--- src/hdl/aecr_pkg.sv ---
package aecr_pkg;
	localparam int ADDR_W = 4;
	localparam int DATA_W = 16;
	// register addresses
	localparam logic [3:0] ADDR_I_GAIN     = 4'h3;
	localparam logic [3:0] ADDR_EXT_CFG    = 4'h9;
	localparam logic [3:0] ADDR_Q_OFFSET   = 4'hA;
	localparam logic [3:0] ADDR_Q_GAIN     = 4'hB;
	localparam logic [3:0] ADDR_PHASE_FINE = 4'hE;
	localparam logic [3:0] ADDR_PHASE_CRS  = 4'hF;
	// power-on values
	localparam logic [15:0] RST_GAIN       = 16'h807F;
	localparam logic [15:0] RST_EXT_CFG    = 16'h03FF;
	localparam logic [15:0] RST_Q_OFFSET   = 16'h007F;
	localparam logic [15:0] RST_PHASE_FINE = 16'h00FF;
	localparam logic [15:0] RST_PHASE_CRS  = 16'h007F;
	// field positions
	localparam int GAIN_HI   = 15;
	localparam int GAIN_LO   = 7;
	localparam int TPO_BIT   = 15;
	localparam int RTD_BIT   = 14;
	localparam int DES_BIT   = 13;
	localparam int ISEL_BIT  = 12;
	localparam int DLF_BIT   = 10;
	localparam int OFS_HI    = 15;
	localparam int OFS_LO    = 8;
	localparam int SIGN_BIT  = 7;
	localparam int FINE_HI   = 15;
	localparam int FINE_LO   = 8;
	localparam int POL_BIT   = 15;
	localparam int CRS_HI    = 14;
	localparam int CRS_LO    = 10;
	localparam int MID_HI    = 9;
	localparam int MID_LO    = 7;
	localparam logic [4:0] BIT_CNT_LAST = 5'h13;
	localparam logic [7:0] TP_I   = 8'h04;
	localparam logic [7:0] TP_Q   = 8'h03;
	localparam logic [7:0] TP_ID  = 8'h02;
	localparam logic [7:0] TP_QD  = 8'h01;
endpackage : aecr_pkg

--- src/hdl/aecr_regs.sv ---
`timescale 1ns/1ps
`default_nettype none
module aecr_regs (
	// clock and reset
	input  wire logic        clk,
	input  wire logic        nrst,
	// serial control
	input  wire logic        frame_active,
	input  wire logic        bit_valid,
	input  wire logic        bit_data,
	// mode and data path
	input  wire logic        extended_mode,
	input  wire logic [7:0]  adc_i,
	input  wire logic [7:0]  adc_q,
	input  wire logic [7:0]  adc_id,
	input  wire logic [7:0]  adc_qd,
	input  wire logic        adc_or,
	// analog controls
	output logic [8:0]       i_gain_code,
	output logic [8:0]       q_gain_code,
	output logic [7:0]       q_offset_mag,
	output logic             q_offset_neg,
	output logic [7:0]       phase_fine,
	output logic             sample_clock_invert,
	output logic [4:0]       phase_coarse,
	output logic [2:0]       phase_mid,
	output logic             termination_trim_disable,
	output logic             interleave_enable,
	output logic             interleave_input_select,
	output logic             low_clock_rate_mode,
	output logic             test_pattern_enable,
	output logic             cal_start,
	// data outputs
	output logic [7:0]       dout_i,
	output logic [7:0]       dout_q,
	output logic [7:0]       dout_id,
	output logic [7:0]       dout_qd,
	output logic             dout_or
);
	logic [3:0]  w_addr;
	logic [15:0] w_data;
	logic        w_valid;
	logic [15:0] i_gain_ff;
	logic [15:0] q_gain_ff;
	logic [15:0] ext_cfg_ff;
	logic [15:0] q_ofs_ff;
	logic [15:0] fine_ff;
	logic [15:0] crs_ff;
	logic [7:0]  tp_i;
	logic [7:0]  tp_q;
	logic [7:0]  tp_id;
	logic [7:0]  tp_qd;
	logic        tp_or;
	logic        tp_on;

	aecr_serial_rx u_rx (
		.clk          (clk),
		.nrst         (nrst),
		.frame_active (frame_active),
		.bit_valid    (bit_valid),
		.bit_data     (bit_data),
		.word_addr    (w_addr),
		.word_data    (w_data),
		.word_valid   (w_valid)
	);

	function automatic logic hit(input logic [3:0] a, input logic [3:0] r);
		hit = w_valid && a == r;
	endfunction : hit

	// full word only; reserved addresses fall through
	always_ff @(posedge clk) begin
		if (!nrst) begin
			i_gain_ff <= aecr_pkg::RST_GAIN;
		end else if (hit(w_addr, aecr_pkg::ADDR_I_GAIN)) begin
			i_gain_ff <= w_data;
		end
	end

	always_ff @(posedge clk) begin
		if (!nrst) begin
			q_gain_ff <= aecr_pkg::RST_GAIN;
		end else if (hit(w_addr, aecr_pkg::ADDR_Q_GAIN)) begin
			q_gain_ff <= w_data;
		end
	end

	always_ff @(posedge clk) begin
		if (!nrst) begin
			ext_cfg_ff <= aecr_pkg::RST_EXT_CFG;
		end else if (hit(w_addr, aecr_pkg::ADDR_EXT_CFG)) begin
			ext_cfg_ff <= w_data;
		end
	end

	always_ff @(posedge clk) begin
		if (!nrst) begin
			q_ofs_ff <= aecr_pkg::RST_Q_OFFSET;
		end else if (hit(w_addr, aecr_pkg::ADDR_Q_OFFSET)) begin
			q_ofs_ff <= w_data;
		end
	end

	always_ff @(posedge clk) begin
		if (!nrst) begin
			fine_ff <= aecr_pkg::RST_PHASE_FINE;
		end else if (hit(w_addr, aecr_pkg::ADDR_PHASE_FINE)) begin
			fine_ff <= w_data;
		end
	end

	always_ff @(posedge clk) begin
		if (!nrst) begin
			crs_ff <= aecr_pkg::RST_PHASE_CRS;
		end else if (hit(w_addr, aecr_pkg::ADDR_PHASE_CRS)) begin
			crs_ff <= w_data;
		end
	end

	// normal mode falls back to power-on fields
	// stored words survive, so re-entering extended mode needs no rewrite
	always_ff @(posedge clk) begin
		if (!nrst || !extended_mode) begin
			i_gain_code <= aecr_pkg::RST_GAIN[aecr_pkg::GAIN_HI:aecr_pkg::GAIN_LO];
		end else begin
			i_gain_code <= i_gain_ff[aecr_pkg::GAIN_HI:aecr_pkg::GAIN_LO];
		end
	end

	always_ff @(posedge clk) begin
		if (!nrst || !extended_mode) begin
			q_gain_code <= aecr_pkg::RST_GAIN[aecr_pkg::GAIN_HI:aecr_pkg::GAIN_LO];
		end else begin
			q_gain_code <= q_gain_ff[aecr_pkg::GAIN_HI:aecr_pkg::GAIN_LO];
		end
	end

	always_ff @(posedge clk) begin
		if (!nrst || !extended_mode) begin
			q_offset_mag <= 8'h00;
		end else begin
			q_offset_mag <= q_ofs_ff[aecr_pkg::OFS_HI:aecr_pkg::OFS_LO];
		end
	end

	// sign kept apart from magnitude: zero magnitude must not mask it
	always_ff @(posedge clk) begin
		if (!nrst || !extended_mode) begin
			q_offset_neg <= 1'b0;
		end else begin
			q_offset_neg <= q_ofs_ff[aecr_pkg::SIGN_BIT];
		end
	end

	always_ff @(posedge clk) begin
		if (!nrst || !extended_mode) begin
			phase_fine <= 8'h00;
		end else begin
			phase_fine <= fine_ff[aecr_pkg::FINE_HI:aecr_pkg::FINE_LO];
		end
	end

	always_ff @(posedge clk) begin
		if (!nrst || !extended_mode) begin
			sample_clock_invert <= 1'b0;
		end else begin
			sample_clock_invert <= crs_ff[aecr_pkg::POL_BIT];
		end
	end

	always_ff @(posedge clk) begin
		if (!nrst || !extended_mode) begin
			phase_coarse <= 5'h00;
		end else begin
			phase_coarse <= crs_ff[aecr_pkg::CRS_HI:aecr_pkg::CRS_LO];
		end
	end

	always_ff @(posedge clk) begin
		if (!nrst || !extended_mode) begin
			phase_mid <= 3'h0;
		end else begin
			phase_mid <= crs_ff[aecr_pkg::MID_HI:aecr_pkg::MID_LO];
		end
	end

	always_ff @(posedge clk) begin
		if (!nrst || !extended_mode) begin
			termination_trim_disable <= 1'b0;
		end else begin
			termination_trim_disable <= ext_cfg_ff[aecr_pkg::RTD_BIT];
		end
	end

	always_ff @(posedge clk) begin
		if (!nrst || !extended_mode) begin
			interleave_enable <= 1'b0;
		end else begin
			interleave_enable <= ext_cfg_ff[aecr_pkg::DES_BIT];
		end
	end

	always_ff @(posedge clk) begin
		if (!nrst || !extended_mode) begin
			interleave_input_select <= 1'b0;
		end else begin
			interleave_input_select <= ext_cfg_ff[aecr_pkg::ISEL_BIT];
		end
	end

	always_ff @(posedge clk) begin
		if (!nrst || !extended_mode) begin
			low_clock_rate_mode <= 1'b0;
		end else begin
			low_clock_rate_mode <= ext_cfg_ff[aecr_pkg::DLF_BIT];
		end
	end

	// flag flips on the same edge as the first pattern word on dout
	always_ff @(posedge clk) begin
		if (!nrst || !extended_mode) begin
			test_pattern_enable <= 1'b0;
		end else begin
			test_pattern_enable <= ext_cfg_ff[aecr_pkg::TPO_BIT];
		end
	end

	// no path from gain writes to calibration
	always_ff @(posedge clk) begin
		cal_start <= 1'b0;
	end

	assign tp_on = extended_mode && ext_cfg_ff[aecr_pkg::TPO_BIT];

	aecr_test_pattern u_tp (
		.clk    (clk),
		.nrst   (nrst),
		.enable (tp_on),
		.tp_i   (tp_i),
		.tp_q   (tp_q),
		.tp_id  (tp_id),
		.tp_qd  (tp_qd),
		.tp_or  (tp_or)
	);

	// converter data disconnected in pattern mode
	always_ff @(posedge clk) begin
		if (!nrst) begin
			dout_i  <= 8'h00;
			dout_q  <= 8'h00;
			dout_id <= 8'h00;
			dout_qd <= 8'h00;
			dout_or <= 1'b0;
		end else if (tp_on) begin
			dout_i  <= tp_i;
			dout_q  <= tp_q;
			dout_id <= tp_id;
			dout_qd <= tp_qd;
			dout_or <= tp_or;
		end else begin
			dout_i  <= adc_i;
			dout_q  <= adc_q;
			dout_id <= adc_id;
			dout_qd <= adc_qd;
			dout_or <= adc_or;
		end
	end
endmodule : aecr_regs
`default_nettype wire

--- src/hdl/aecr_serial_rx.sv ---
`timescale 1ns/1ps
`default_nettype none
// shifts in address (msb first) then 16 data bits; pulses on the 20th bit
module aecr_serial_rx (
	// clock and reset
	input  wire logic        clk,
	input  wire logic        nrst,
	// serial side
	input  wire logic        frame_active,
	input  wire logic        bit_valid,
	input  wire logic        bit_data,
	// word out
	output logic [3:0]       word_addr,
	output logic [15:0]      word_data,
	output logic             word_valid
);
	logic [4:0]  cnt_ff;
	logic [19:0] shift_ff;
	logic        valid_ff;

	always_ff @(posedge clk) begin
		if (!nrst || !frame_active) begin
			cnt_ff <= 5'h00;
		end else if (bit_valid && cnt_ff != aecr_pkg::BIT_CNT_LAST) begin
			cnt_ff <= cnt_ff + 5'h01;
		end else if (bit_valid) begin
			cnt_ff <= 5'h00;
		end
	end

	always_ff @(posedge clk) begin
		if (!nrst) begin
			shift_ff <= 20'h00000;
		end else if (frame_active && bit_valid) begin
			shift_ff <= {shift_ff[18:0], bit_data};
		end
	end

	// a short frame never pulses, so partial words are dropped
	always_ff @(posedge clk) begin
		if (!nrst) begin
			valid_ff <= 1'b0;
		end else begin
			valid_ff <= frame_active && bit_valid &&
				cnt_ff == aecr_pkg::BIT_CNT_LAST;
		end
	end

	assign word_addr  = shift_ff[19:16];
	assign word_data  = shift_ff[15:0];
	assign word_valid = valid_ff;
endmodule : aecr_serial_rx
`default_nettype wire

--- src/hdl/aecr_test_pattern.sv ---
`timescale 1ns/1ps
`default_nettype none
// alternates each word with its complement, out-of-range follows
module aecr_test_pattern (
	input  wire logic        clk,
	input  wire logic        nrst,
	input  wire logic        enable,
	output logic [7:0]       tp_i,
	output logic [7:0]       tp_q,
	output logic [7:0]       tp_id,
	output logic [7:0]       tp_qd,
	output logic             tp_or
);
	logic phase_ff;

	always_ff @(posedge clk) begin
		if (!nrst || !enable) begin
			phase_ff <= 1'b0;
		end else begin
			phase_ff <= ~phase_ff;
		end
	end

	assign tp_i  = phase_ff ? ~aecr_pkg::TP_I  : aecr_pkg::TP_I;
	assign tp_q  = phase_ff ? ~aecr_pkg::TP_Q  : aecr_pkg::TP_Q;
	assign tp_id = phase_ff ? ~aecr_pkg::TP_ID : aecr_pkg::TP_ID;
	assign tp_qd = phase_ff ? ~aecr_pkg::TP_QD : aecr_pkg::TP_QD;
	assign tp_or = phase_ff;
endmodule : aecr_test_pattern
`default_nettype wire

--- config.mk ---
export PLATFORM = sky130hd
export DESIGN_NAME = aecr_regs
export DESIGN_NICKNAME = d
export VERILOG_FILES = /design/src/hdl/aecr_pkg.sv /design/src/hdl/aecr_regs.sv /design/src/hdl/aecr_serial_rx.sv /design/src/hdl/aecr_test_pattern.sv
export SDC_FILE = /design/constraint.sdc
export NUM_CORES = 1
export LEC_CHECK = 0
export BUFFER_PORTS_ARGS = -buffer_cell sky130_fd_sc_hd__buf_4
export CAP_MARGIN = 5
export CORE_MARGIN = 2
export CORE_UTILIZATION = 58
export CTS_CLUSTER_SIZE = 14
export DETAILED_ROUTE_END_ITERATION = 12
export PLACE_DENSITY = 0.84
export REMOVE_ABC_BUFFERS = 1
export SYNTH_ARGS = -nofsm -noshare
export SYNTH_HDL_FRONTEND = slang
export SYNTH_HIERARCHICAL = 1
export SYNTH_SLANG_ARGS = --single-unit
--- constraint.sdc ---
create_clock -name clk -period 2.2 [get_ports clk]
set_clock_uncertainty 0.05 [all_clocks]
set_input_delay 0.22 -clock clk [delete_from_list [all_inputs] [get_ports clk]]
set_output_delay 0.22 -clock clk [all_outputs]
set_load 0.1 [all_outputs]
==> flow_metrics.py, run 1 <==
metrics = {
    "run_status": {
        "status": "completed",
    },
    "synth": {
        "ys_ff_latch": 158,
        "ys_warn_count": 6,
        "synthMuxAreaShare_pct": 8.61,
        "ys_types": 38,
        "seq_area_frac_synth_pct": 55.5,
        "synth_xor_area_share_pct": 0.154,
        "syn_area_um2": 5700,
        "synthAdderAreaFrac_pct": 0.220,
        "synth_cells": 581,
        "synth_top_family_by_area": "simple AND/OR/NAND/NOR gates",
        "yosys.area_share.simple_pct": 20.7,
        "syn_area_per_cell_um2": 9.80,
        "synth_compound_area_share_pct": 7.58,
    },
    "detailed_routing": {
        "via_per_inst": 5.23,
        "ant_nets": 0,
        "wl_per_cell_um": 16.3,
        "firstDrtPassIters": 5,
        "drt-total-wl_mm": 13.7,
        "num_vias": 4396,
        "post-route-drc-count": 0,
        "initialDrtViolationCount": 226,
    },
    "global_route": {
        "gr-total-overflow": 0,
        "grt_max_degree": 72,
        "grt_pass1_vias": 4343,
        "grt_use_total_pct": 26.6,
        "antenna_found_initial": 0,
        "grt_first_pass_wirelength_mm": 21.3,
    },
    "timing": {
        "setup_slack_ns": 0.615,
        "hold_viol_final": 0,
        "slew_viol_final": 0,
        "fin_crit_sh_pct": 72.0,
        "min_period_ns": 1.58,
        "max_freq_mhz": 631,
        "tightest_slew_ns": 0.641,
        "tns_ns": 0,
        "setup_viol": 0,
        "slew_headroom_pct": 57.2,
        "rsz0062_at_grt": "no",
    },
    "cts": {
        "cts-htree-levels": 4,
        "cts-root-buf": "clkbuf_8",
        "clkTransAtPathRegs_ns": 0.06,
        "clock_sinks": 158,
        "clockBufferDepth": 2,
        "cts_tree": "done",
        "clk_latency_ns": 0.54,
        "post_cts_buffers": 0,
        "cts_made_buffers": 17,
    },
    "die": {
        "initial_utilization_pct": 59.1,
        "die_y_um": 103,
        "rows": 36,
        "io_pins": 122,
        "coreArea_um2": 9640,
        "fp.dieW_um": 103,
        "die_area_um2": 10600,
    },
    "hold_path": {
        "hold_class": "in -> reg",
        "hp-start": "frame_active",
    },
    "critical_path": {
        "cp_max_fo": 9,
        "arrival_ns": 1.97,
        "cp_top_family": "flip-flops",
        "required_ns": 2.59,
        "crit_chain": "nand2_2 -> nor4b_2 -> buf_4 -> mux2i_1",
        "crit_type": "reg -> reg",
        "cpPeakStageDelay_ns": 0.47,
        "cp_num_buf_inv": 1,
        "cp-start-kind": "flop",
        "worstReg2RegStart": "u_rx/shift_ff[17]$_SDFFE_PN0P_",
        "cp-end-kind": "flop",
        "crit_start": "u_rx/shift_ff[17]$_SDFFE_PN0P_",
        "slowest_stage": "dfxtp_1",
    },
    "place": {
        "hpwl_mm": 7.41,
        "portBuffers": 120,
        "gp_congestion": 0.789,
        "dpl-instance-area_um2": 6430,
        "placedCellCount": 775,
        "dpl_worst_slack_ns": 0.740,
    },
    "power": {
        "power.density_nw_per_um2": 854,
        "leakage_nw": 3.13,
        "ir_drop_v": 0.000533,
    },
    "final_layout": {
        "fin_cells": 840,
        "nNetsFinal": 736,
        "diodes": 0,
        "drive_above_1_share_pct": 23.8,
        "syn_to_final_growth_pct": 29.2,
        "design_area_um2": 7360,
    },
    "run": {
        "maxCapViolations": 0,
    },
}
## sequential cells by signal, summed over array words and instances (netlist names), 9 cells and up
name and cells:
crs_ff 9, q_gain_ff 9, i_gain_code 9, q_ofs_ff 9, i_gain_ff 9, q_gain_code 9, u_rx/shift_ff 20
## path summary, 6_finish.rpt
| kind | end | slack [ns] | cells after the start |
|---|---|---|---|
| setup / recovery | i_gain_ff[10]$_SDFFE_PN0P_ | 0.62 | 4 |
| hold / removal | u_rx/cnt_ff[2]$_SDFFE_PP0P_ | 0.02 | 3 |
| setup reg to reg | i_gain_ff[10]$_SDFFE_PN0P_ | 0.62 | 4 |
| hold reg to reg | q_gain_ff[11]$_SDFFE_PN0P_ | 0.40 | 2 |
## cell type report
type	count	area (um^2)
inverter	2	7.51
timing repair buffer	162	1320
tap	133	166
multi-input combinational	355	2120
fill	615	2280
clock inverter	8	109
clock buffer	22	473
sequential	158	3160
## where the power goes
part           total, mW  switching [mW]  internal, mW
clock network       2.85            1.12          1.73
registers           2.91          0.0134          2.90
logic              0.523           0.365         0.158
## stage by stage
stage	hold WS (ns)	util, %	total power [mW]
after global placement	0.386	66.7	3.42
after floorplan	0.253	-	3.26
after detailed placement	0.394	66.7	3.43
after CTS	0.00273	76.3	6.27
final	0.0170	76.3	6.29
after global routing	0.0259	76.3	6.44
## timing repair
action | in CTS | in global routing
endpoints found under the hold margin | 36 | 0
hold buffers | 35 | 0
resized for setup | 0 | 0
## routing by layer
metal / routed length (um) / global-route usage (%) / up-vias
met3: 638 / 7.32 / 49
met4: 656 / 15.9 / 0
met1: 5440 / 29.1 / 2084
met5: 0 / 0 / -
li1: - / - / 2105
met2: 6960 / 46.0 / 158
## worst register-to-register path, delay by kind of cell, from the launching register on
family / cells / cell delay (ns)
buffers and inverters: 1 / 0.24
flip-flops: 1 / 0.47
multiplexers: 1 / 0.29
AND/OR/NAND/NOR: 2 / 0.43
## cells in the mapped netlist, drive strengths merged
cell type | n | area share, %
a21boi | 53 | 7.0
a21oi | 4 | 0.42
and2 | 1 | 0.15
and2b | 2 | 0.29
and3 | 48 | 5.3
and3b | 1 | 0.15
and4b | 1 | 0.18
buf | 45 | 5.7
clkbuf | 21 | 1.4
clkinv | 1 | 0.066
conb | 1 | 0.066
dfxtp | 158 | 56
ha | 1 | 0.22
inv | 1 | 0.066
mux2i | 49 | 8.6
nand2 | 168 | 11
nand2b | 3 | 0.33
nand3 | 2 | 0.18
nand3b | 4 | 0.59
nand4 | 1 | 0.11
nand4bb | 1 | 0.20
nor2 | 5 | 0.86
nor2b | 3 | 0.33
nor3b | 1 | 0.33
nor4b | 1 | 0.26
nor4bb | 1 | 0.18
o21ai | 2 | 0.18
or3 | 1 | 0.11
xor2 | 1 | 0.15
## placed cells by master (no fill, tap or decap), drive strengths merged
cell type,instances
nor3b,1
nor2b,3
a21boi,53
or3,1
nand3,2
mux2i,49
dfxtp,158
o21ai,2
nand4bb,1
ha,1
and4b,1
nand4,1
nand3b,4
and2,1
and2b,2
nand2b,3
xor2,1
nor2,5
dlygate4sd3,35
a21oi,4
conb,1
nor4b,1
and3,48
bufinv,2
and3b,1
clkinv,4
clkbuf,22
buf,127
nor4bb,1
nand2,168
inv,1
clkinvlp,3
## cells by family after synthesis
family	after synthesis
compound gates	59
xor+xnor	1
fa+ha+maj	1
buf+inv	68
flops	158
mux	49
other cells	1
simple gates	244
Note: power is estimated with default switching activity, not from simulation.
==> inputs of run 2 (changes only) <==
--- a/config.mk
+++ b/config.mk
@@ -5,13 +5,14 @@
 export SDC_FILE = /design/constraint.sdc
 export NUM_CORES = 1
 export LEC_CHECK = 0
+export ABC_AREA = 1
 export BUFFER_PORTS_ARGS = -buffer_cell sky130_fd_sc_hd__buf_4
 export CAP_MARGIN = 5
 export CORE_MARGIN = 2
-export CORE_UTILIZATION = 58
+export CORE_UTILIZATION = 54
 export CTS_CLUSTER_SIZE = 14
 export DETAILED_ROUTE_END_ITERATION = 12
-export PLACE_DENSITY = 0.84
+export PLACE_DENSITY = 0.79
 export REMOVE_ABC_BUFFERS = 1
 export SYNTH_ARGS = -nofsm -noshare
 export SYNTH_HDL_FRONTEND = slang
==> constraint.sdc (replaced) <==
create_clock -name clk -period 1.59 [get_ports clk]
set_clock_uncertainty 0.05 [all_clocks]
set_input_delay 0.159 -clock clk [delete_from_list [all_inputs] [get_ports clk]]
set_output_delay 0.159 -clock clk [all_outputs]
set_load 0.1 [all_outputs]
==> run 2 against run 1 <==
  * Critical path depth is 2 higher
  * Hold slack better by 0.016 ns
  * Sequential power increased by 40%
  * Sequential share of layout area fell by 0.66 points
  * Wire length fell by 8.8%
  * Die area up 8.4%
  * First-iteration DRC count down 11%
  * Clock power increased by 33%
  * Power up 39%
  * Via count grew 9.6%
==> flow_metrics.py, run 2 <==
metrics = {
    "synth": {
        "synthArstFlopShare_pct": 0,
        "synth_cells": 743,
        "synthFlopType": "dfxtp_1",
        "yosysMostFrequentCell": "nor2_1",
        "synth_top_area_share_pct": 54.9,
        "seq_area_frac_synth_pct": 54.9,
        "synth_commonest_cells": "nor2_1, dfxtp_1, nand2_1, inv_1, o21ai_0",
        "ys_ff_latch": 158,
        "synth_top_area_cell": "dfxtp_1",
        "ys_warn_count": 6,
        "syn_area_um2": 5770,
        "synth_enable_flop_cells": 0,
        "ys_types": 28,
        "syn_area_per_cell_um2": 7.76,
        "synthTopCellsByArea": "dfxtp_1, nor2_1, nand2_1",
    },
    "detailed_routing": {
        "firstDrtPassIters": 5,
        "drt-total-wl_mm": 12.5,
        "via_per_inst": 4.74,
        "num_vias": 4816,
        "wl_per_cell_um": 12.3,
        "initialDrtViolationCount": 202,
        "ant_nets": 0,
        "post-route-drc-count": 0,
    },
    "global_route": {
        "grt_use_total_pct": 22.3,
        "grt_pass1_vias": 4485,
        "gr-total-overflow": 0,
        "grt_max_degree": 46,
        "antenna_found_initial": 0,
        "grt_first_pass_wirelength_mm": 20.4,
    },
    "final_layout": {
        "largest_register_ffs": 20,
        "drive_above_1_share_pct": 22.2,
        "postLayoutCoreUtil_pct": 72.4,
        "syn_to_final_growth_pct": 29.6,
        "design_area_um2": 7470,
        "final_common_cell": "nor2_1",
        "nNetsFinal": 908,
        "diodes": 0,
        "regMostFlops": "u_rx/shift_ff",
        "layout_common_cells": "nor2_1, dfxtp_1, buf_4, nand2_1, inv_1",
    },
    "timing": {
        "rsz0062_at_grt": "no",
        "min_period_ns": 1.51,
        "fin_crit_sh_pct": 94.7,
        "setup_viol": 0,
        "fin_worst_hold_slack_ns": 0.0327,
        "max_freq_mhz": 664,
        "hold_viol_final": 0,
        "setup_slack_ns": 0.0846,
        "slew_viol_final": 0,
        "tns_ns": 0,
    },
    "place": {
        "gp_congestion": 0.875,
        "dpl_worst_slack_ns": 0.173,
        "dpl-instance-area_um2": 6520,
        "hpwl_mm": 7.62,
        "portBuffers": 120,
    },
    "die": {
        "die_area_um2": 11500,
        "initial_utilization_pct": 55.8,
        "coreArea_um2": 10300,
        "rows": 37,
        "fp.dieW_um": 107,
        "die_y_um": 107,
        "io_pins": 122,
    },
    "cts": {
        "cts-root-buf": "clkbuf_8",
        "cts-htree-levels": 4,
        "clk_latency_ns": 0.52,
        "clock_sinks": 158,
        "cts_tree": "done",
        "post_cts_buffers": 0,
        "clockBufferDepth": 2,
        "cts_made_buffers": 17,
        "clkTransAtPathRegs_ns": 0.07,
    },
    "hold_path": {
        "hold_class": "in -> reg",
    },
    "critical_path": {
        "crit_chain": "dlygate4sd3_1 -> buf_6 -> nand2_1 -> a21oi_1 -> dlygate4sd3_1 -> o21a_1",
        "crit_type": "in -> reg",
        "cp-end-kind": "flop",
        "cp_max_fo": 29,
        "cp_top_family": "buffers and inverters",
        "cp_num_buf_inv": 3,
        "slowest_stage": "dlygate4sd3_1",
        "cp-start-kind": "input port",
        "required_ns": 2.01,
        "arrival_ns": 1.93,
        "cpPeakStageDelay_ns": 0.58,
        "path_common_cell": "dlygate4sd3_1",
    },
    "run": {
        "maxCapViolations": 0,
    },
    "run_status": {
        "status": "completed",
    },
    "power": {
        "leakage_nw": 3.17,
        "ir_drop_v": 0.000763,
        "power.density_nw_per_um2": 1170,
    },
}
run 2: area by class of cell:
class / instances / area [um^2]
sequential: 158 / 3160
fill: 740 / 2850
multi-input combinational: 453 / 1950
timing repair buffer: 169 / 1370
clock buffer: 18 / 428
inverter: 69 / 259
tap: 136 / 170
clock inverter: 14 / 135
run 2: stage by stage:
| step | total power [mW] | std cells |
|---|---|---|
| after floorplan | 4.68 | 680 |
| final | 8.73 | 1017 |
| after detailed placement | 4.92 | 946 |
| after global placement | 4.91 | 946 |
| after CTS | 8.77 | 1017 |
| after global routing | 9.02 | 1017 |
run 2: routing by layer:
metal  share of wire [%]  vias up  global-route usage (%)  wire length, um
met3                 7.3       26                    7.75              909
met1                  41     2155                    25.9             5120
met2                  49      175                    37.2             6120
met5                   0        -                       0                0
li1                    -     2460                       -                -
met4                 2.7        0                    10.3              333
run 2: path summary, 6_finish.rpt:
check / start / end / slack, ns / depth (start not counted)
setup / recovery: nrst / u_rx/cnt_ff[0]$_SDFFE_PP0P_ / 0.08 / 6
hold / removal: extended_mode / i_gain_code[8]$_SDFF_PP1_ / 0.03 / 3
hold reg to reg: fine_ff[14]$_SDFFE_PN0P_ / phase_fine[6]$_SDFF_PP0_ / 0.37 / 2
setup reg to reg: u_rx/word_valid$_SDFF_PN0_ / i_gain_ff[14]$_SDFFE_PN0P_ / 0.16 / 5
run 2: logic make-up after synthesis:
family	after synthesis	synth area share [%]
AOI/OAI and AO/OA	63	5.62
adders and majority gates	1	0.217
buffers and inverters	132	11.4
DFF	158	54.9
other	1	0.0650
and+or+nand+nor	388	27.9
run 2: report_power, final:
part	switching [mW]	internal, mW
clock network	1.65	2.15
registers	0.0428	4.04
logic	0.591	0.262
total	2.28	6.45
run 2: timing repair:
item / 4_1_cts / 5_1_grt
hold buffers: 39 / 0
endpoints found under the hold margin: 62 / 0
gates resized for setup: 0 / 1
setup endpoints to repair: 0 / 2
run 2: worst min-delay path, stage by stage:
cell     delay, ns
buf_4         0.11
nand2_1       0.15
or2_2         0.15
==> inputs of run 3 (changes only) <==
--- a/config.mk
+++ b/config.mk
@@ -9,12 +9,12 @@
 export BUFFER_PORTS_ARGS = -buffer_cell sky130_fd_sc_hd__buf_4
 export CAP_MARGIN = 5
 export CORE_MARGIN = 2
-export CORE_UTILIZATION = 54
+export CORE_UTILIZATION = 53
 export CTS_CLUSTER_SIZE = 14
 export DETAILED_ROUTE_END_ITERATION = 12
+export GPL_TIMING_DRIVEN = 0
 export PLACE_DENSITY = 0.79
 export REMOVE_ABC_BUFFERS = 1
 export SYNTH_ARGS = -nofsm -noshare
 export SYNTH_HDL_FRONTEND = slang
-export SYNTH_HIERARCHICAL = 1
 export SYNTH_SLANG_ARGS = --single-unit
==> run 3 against run 2 <==
  * Global-route usage grew 1.5 points
  * Register-to-register slack worse by 0.097 ns
  * Combinational power is 5.6% lower
  * Clock power about the same
  * Wire length down 2.9%
  * Utilization rose by 1.9 points
  * Synthesized cell count down 17%
  * Die area fell by 7.6%
  * Sequential share of layout area rose by 1.8 points
  * Largest power group unchanged
  * Highest routed layer unchanged
==> flow_metrics.py, run 3 <==
metrics = {
    "power": {
        "power.density_nw_per_um2": 1220,
        "leakage_nw": 3.10,
        "ir_drop_v": 0.000860,
    },
    "cts": {
        "clk_latency_ns": 0.50,
        "clkTransAtPathRegs_ns": 0.06,
        "clockBufferDepth": 2,
        "cts_made_buffers": 17,
        "post_cts_buffers": 0,
        "cts_tree": "done",
        "cts-root-buf": "clkbuf_8",
        "cts-htree-levels": 4,
        "clock_sinks": 158,
    },
    "final_layout": {
        "fill_cells": 687,
        "drive_above_1_share_pct": 22.1,
        "design_area_um2": 7160,
        "largest_register_ffs": 20,
        "nNetsFinal": 813,
        "layout_common_cells": "nor2_1, dfxtp_1, buf_4, nand2_1, o21ai_0",
        "syn_to_final_growth_pct": 37.4,
        "diodes": 0,
        "final_common_cell": "nor2_1",
        "regMostFlops": "u_rx.shift_ff",
        "postLayoutCoreUtil_pct": 74.3,
    },
    "run_status": {
        "status": "completed",
    },
    "critical_path": {
        "cp_max_fo": 8,
        "cpPeakStageDelay_ns": 0.61,
        "cp_num_buf_inv": 1,
        "cp-end-kind": "flop",
        "slowest_stage": "dlygate4sd3_1",
        "arrival_ns": 1.92,
        "required_ns": 1.99,
        "crit_chain": "a21oi_1 -> dlygate4sd3_1 -> nor2_1",
        "cp_top_family": "buffers and inverters",
        "crit_type": "reg -> reg",
        "reg2reg_slack_ns": 0.06,
        "cp-start-kind": "flop",
    },
    "detailed_routing": {
        "ant_nets": 0,
        "drt-total-wl_mm": 12.1,
        "post-route-drc-count": 0,
        "wl_per_cell_um": 13.2,
        "initialDrtViolationCount": 260,
        "firstDrtPassIters": 5,
        "num_vias": 4472,
        "via_per_inst": 4.87,
    },
    "synth": {
        "ys_types": 29,
        "synth_enable_flop_cells": 0,
        "synthTopCellsByArea": "dfxtp_1, nor2_1, o21ai_0",
        "syn_area_um2": 5210,
        "yosysMostFrequentCell": "nor2_1",
        "synth_cells": 620,
        "ys_ff_latch": 158,
        "syn_area_per_cell_um2": 8.41,
        "synthFlopType": "dfxtp_1",
        "synth_top_area_cell": "dfxtp_1",
        "synthArstFlopShare_pct": 0,
        "ys_warn_count": 0,
        "seq_area_frac_synth_pct": 60.7,
        "synth_commonest_cells": "nor2_1, dfxtp_1, nand2_1, o21ai_0, inv_1",
        "synth_top_area_share_pct": 60.7,
    },
    "global_route": {
        "gr-total-overflow": 0,
        "grt_first_pass_wirelength_mm": 19.5,
        "grt_pass1_vias": 4350,
        "grt_max_degree": 70,
        "antenna_found_initial": 0,
        "grt_use_total_pct": 23.8,
    },
    "place": {
        "gp_congestion": 0.748,
        "hpwl_mm": 7.00,
        "dpl-instance-area_um2": 6160,
        "portBuffers": 120,
    },
    "timing": {
        "rsz0062_at_grt": "yes",
        "fin_crit_sh_pct": 96.0,
        "setup_viol": 0,
        "slew_viol_final": 0,
        "max_freq_mhz": 655,
        "slew_headroom_pct": 57.7,
        "hold_viol_final": 0,
        "min_period_ns": 1.53,
        "tightest_slew_ns": 0.633,
    },
    "die": {
        "initial_utilization_pct": 54.1,
        "die_area_um2": 10600,
        "coreArea_um2": 9640,
        "die_y_um": 103,
        "fp.dieW_um": 103,
        "rows": 36,
        "io_pins": 122,
    },
    "hold_path": {
        "hold_class": "in -> reg",
    },
    "run": {
        "maxCapViolations": 0,
    },
}
run 3: cell types whose count changed after synthesis, moves of 6 or more:
cell / before / now
buf_4: 34 / 5
nor2_2: 19 / 0
buf_2: 8 / 14
inv_1: 66 / 56
nor2_1: 231 / 172
a21oi_1: 5 / 47
nand2_1: 111 / 58
run 3: area by class of cell:
type                       instances  area, um^2  share of cell area, %
clock buffer                      19         442                   6.17
multi-input combinational        369        1650                   23.1
clock inverter                    13         129                   1.80
tap                              133         166                   2.32
sequential                       158        3160                   44.2
inverter                          64         259                   3.62
timing repair buffer             163        1350                   18.8
run 3: stage by stage:
stage | TNS [ns] | power [mW] | std cells | worst slack [ns] | hold slack (ns)
after detailed placement | -4.39 | 4.89 | 845 | -0.194 | 0.338
after global placement | -19.33 | 4.87 | 844 | -0.761 | 0.330
after CTS | 0 | 8.76 | 919 | 0.0129 | 0.0401
after floorplan | 0 | 4.66 | 591 | 0.195 | 0.193
after global routing | -0.0363 | 9.03 | 919 | -0.0233 | 0.0974
final | 0 | 8.74 | 919 | 0.0633 | 0.0773
run 3: cell families after synthesis:
kind of cell             count (synthesis)  share of synthesized area, %
AND/OR/NAND/NOR                        254                          20.2
flip-flops                             158                          60.7
AO/OA/AOI/OAI                          113                          11.1
buffers and inverters                   93                          7.76
adder cells (fa/ha/maj)                  1                         0.240
other                                    1                        0.0720
run 3: routing by layer:
metal,vias to the layer above,track usage (%),routed length (um)
li1,2237,-,-
met1,2045,26.1,4710
met2,171,42.8,6380
met3,19,7.93,871
met4,0,8.70,175
met5,-,0,0
run 3: power by group:
group	internal, mW	switching, mW
Clock	2.19	1.64
Sequential	4.04	0.0656
Combinational	0.250	0.556
Total	6.48	2.26
run 3: timing repair:
action	in CTS	in global routing
endpoints found under the hold margin	40	0
endpoints found under the setup margin	5	15
hold buffers	42	0
resized for setup	1	1
run 3: final timing paths:
path	start	endpoint	cells after the start
worst max-delay path	ext_cfg_ff[15]$_SDFFE_PN0P_	dout_q[0]$_SDFF_PN0_	3
worst min-delay path	nrst	i_gain_ff[15]$_SDFFE_PN1P_	2
worst max register to register	ext_cfg_ff[15]$_SDFFE_PN0P_	dout_q[0]$_SDFF_PN0_	3
worst min register to register	q_gain_ff[10]$_SDFFE_PN0P_	q_gain_code[3]$_SDFF_PP0_	2
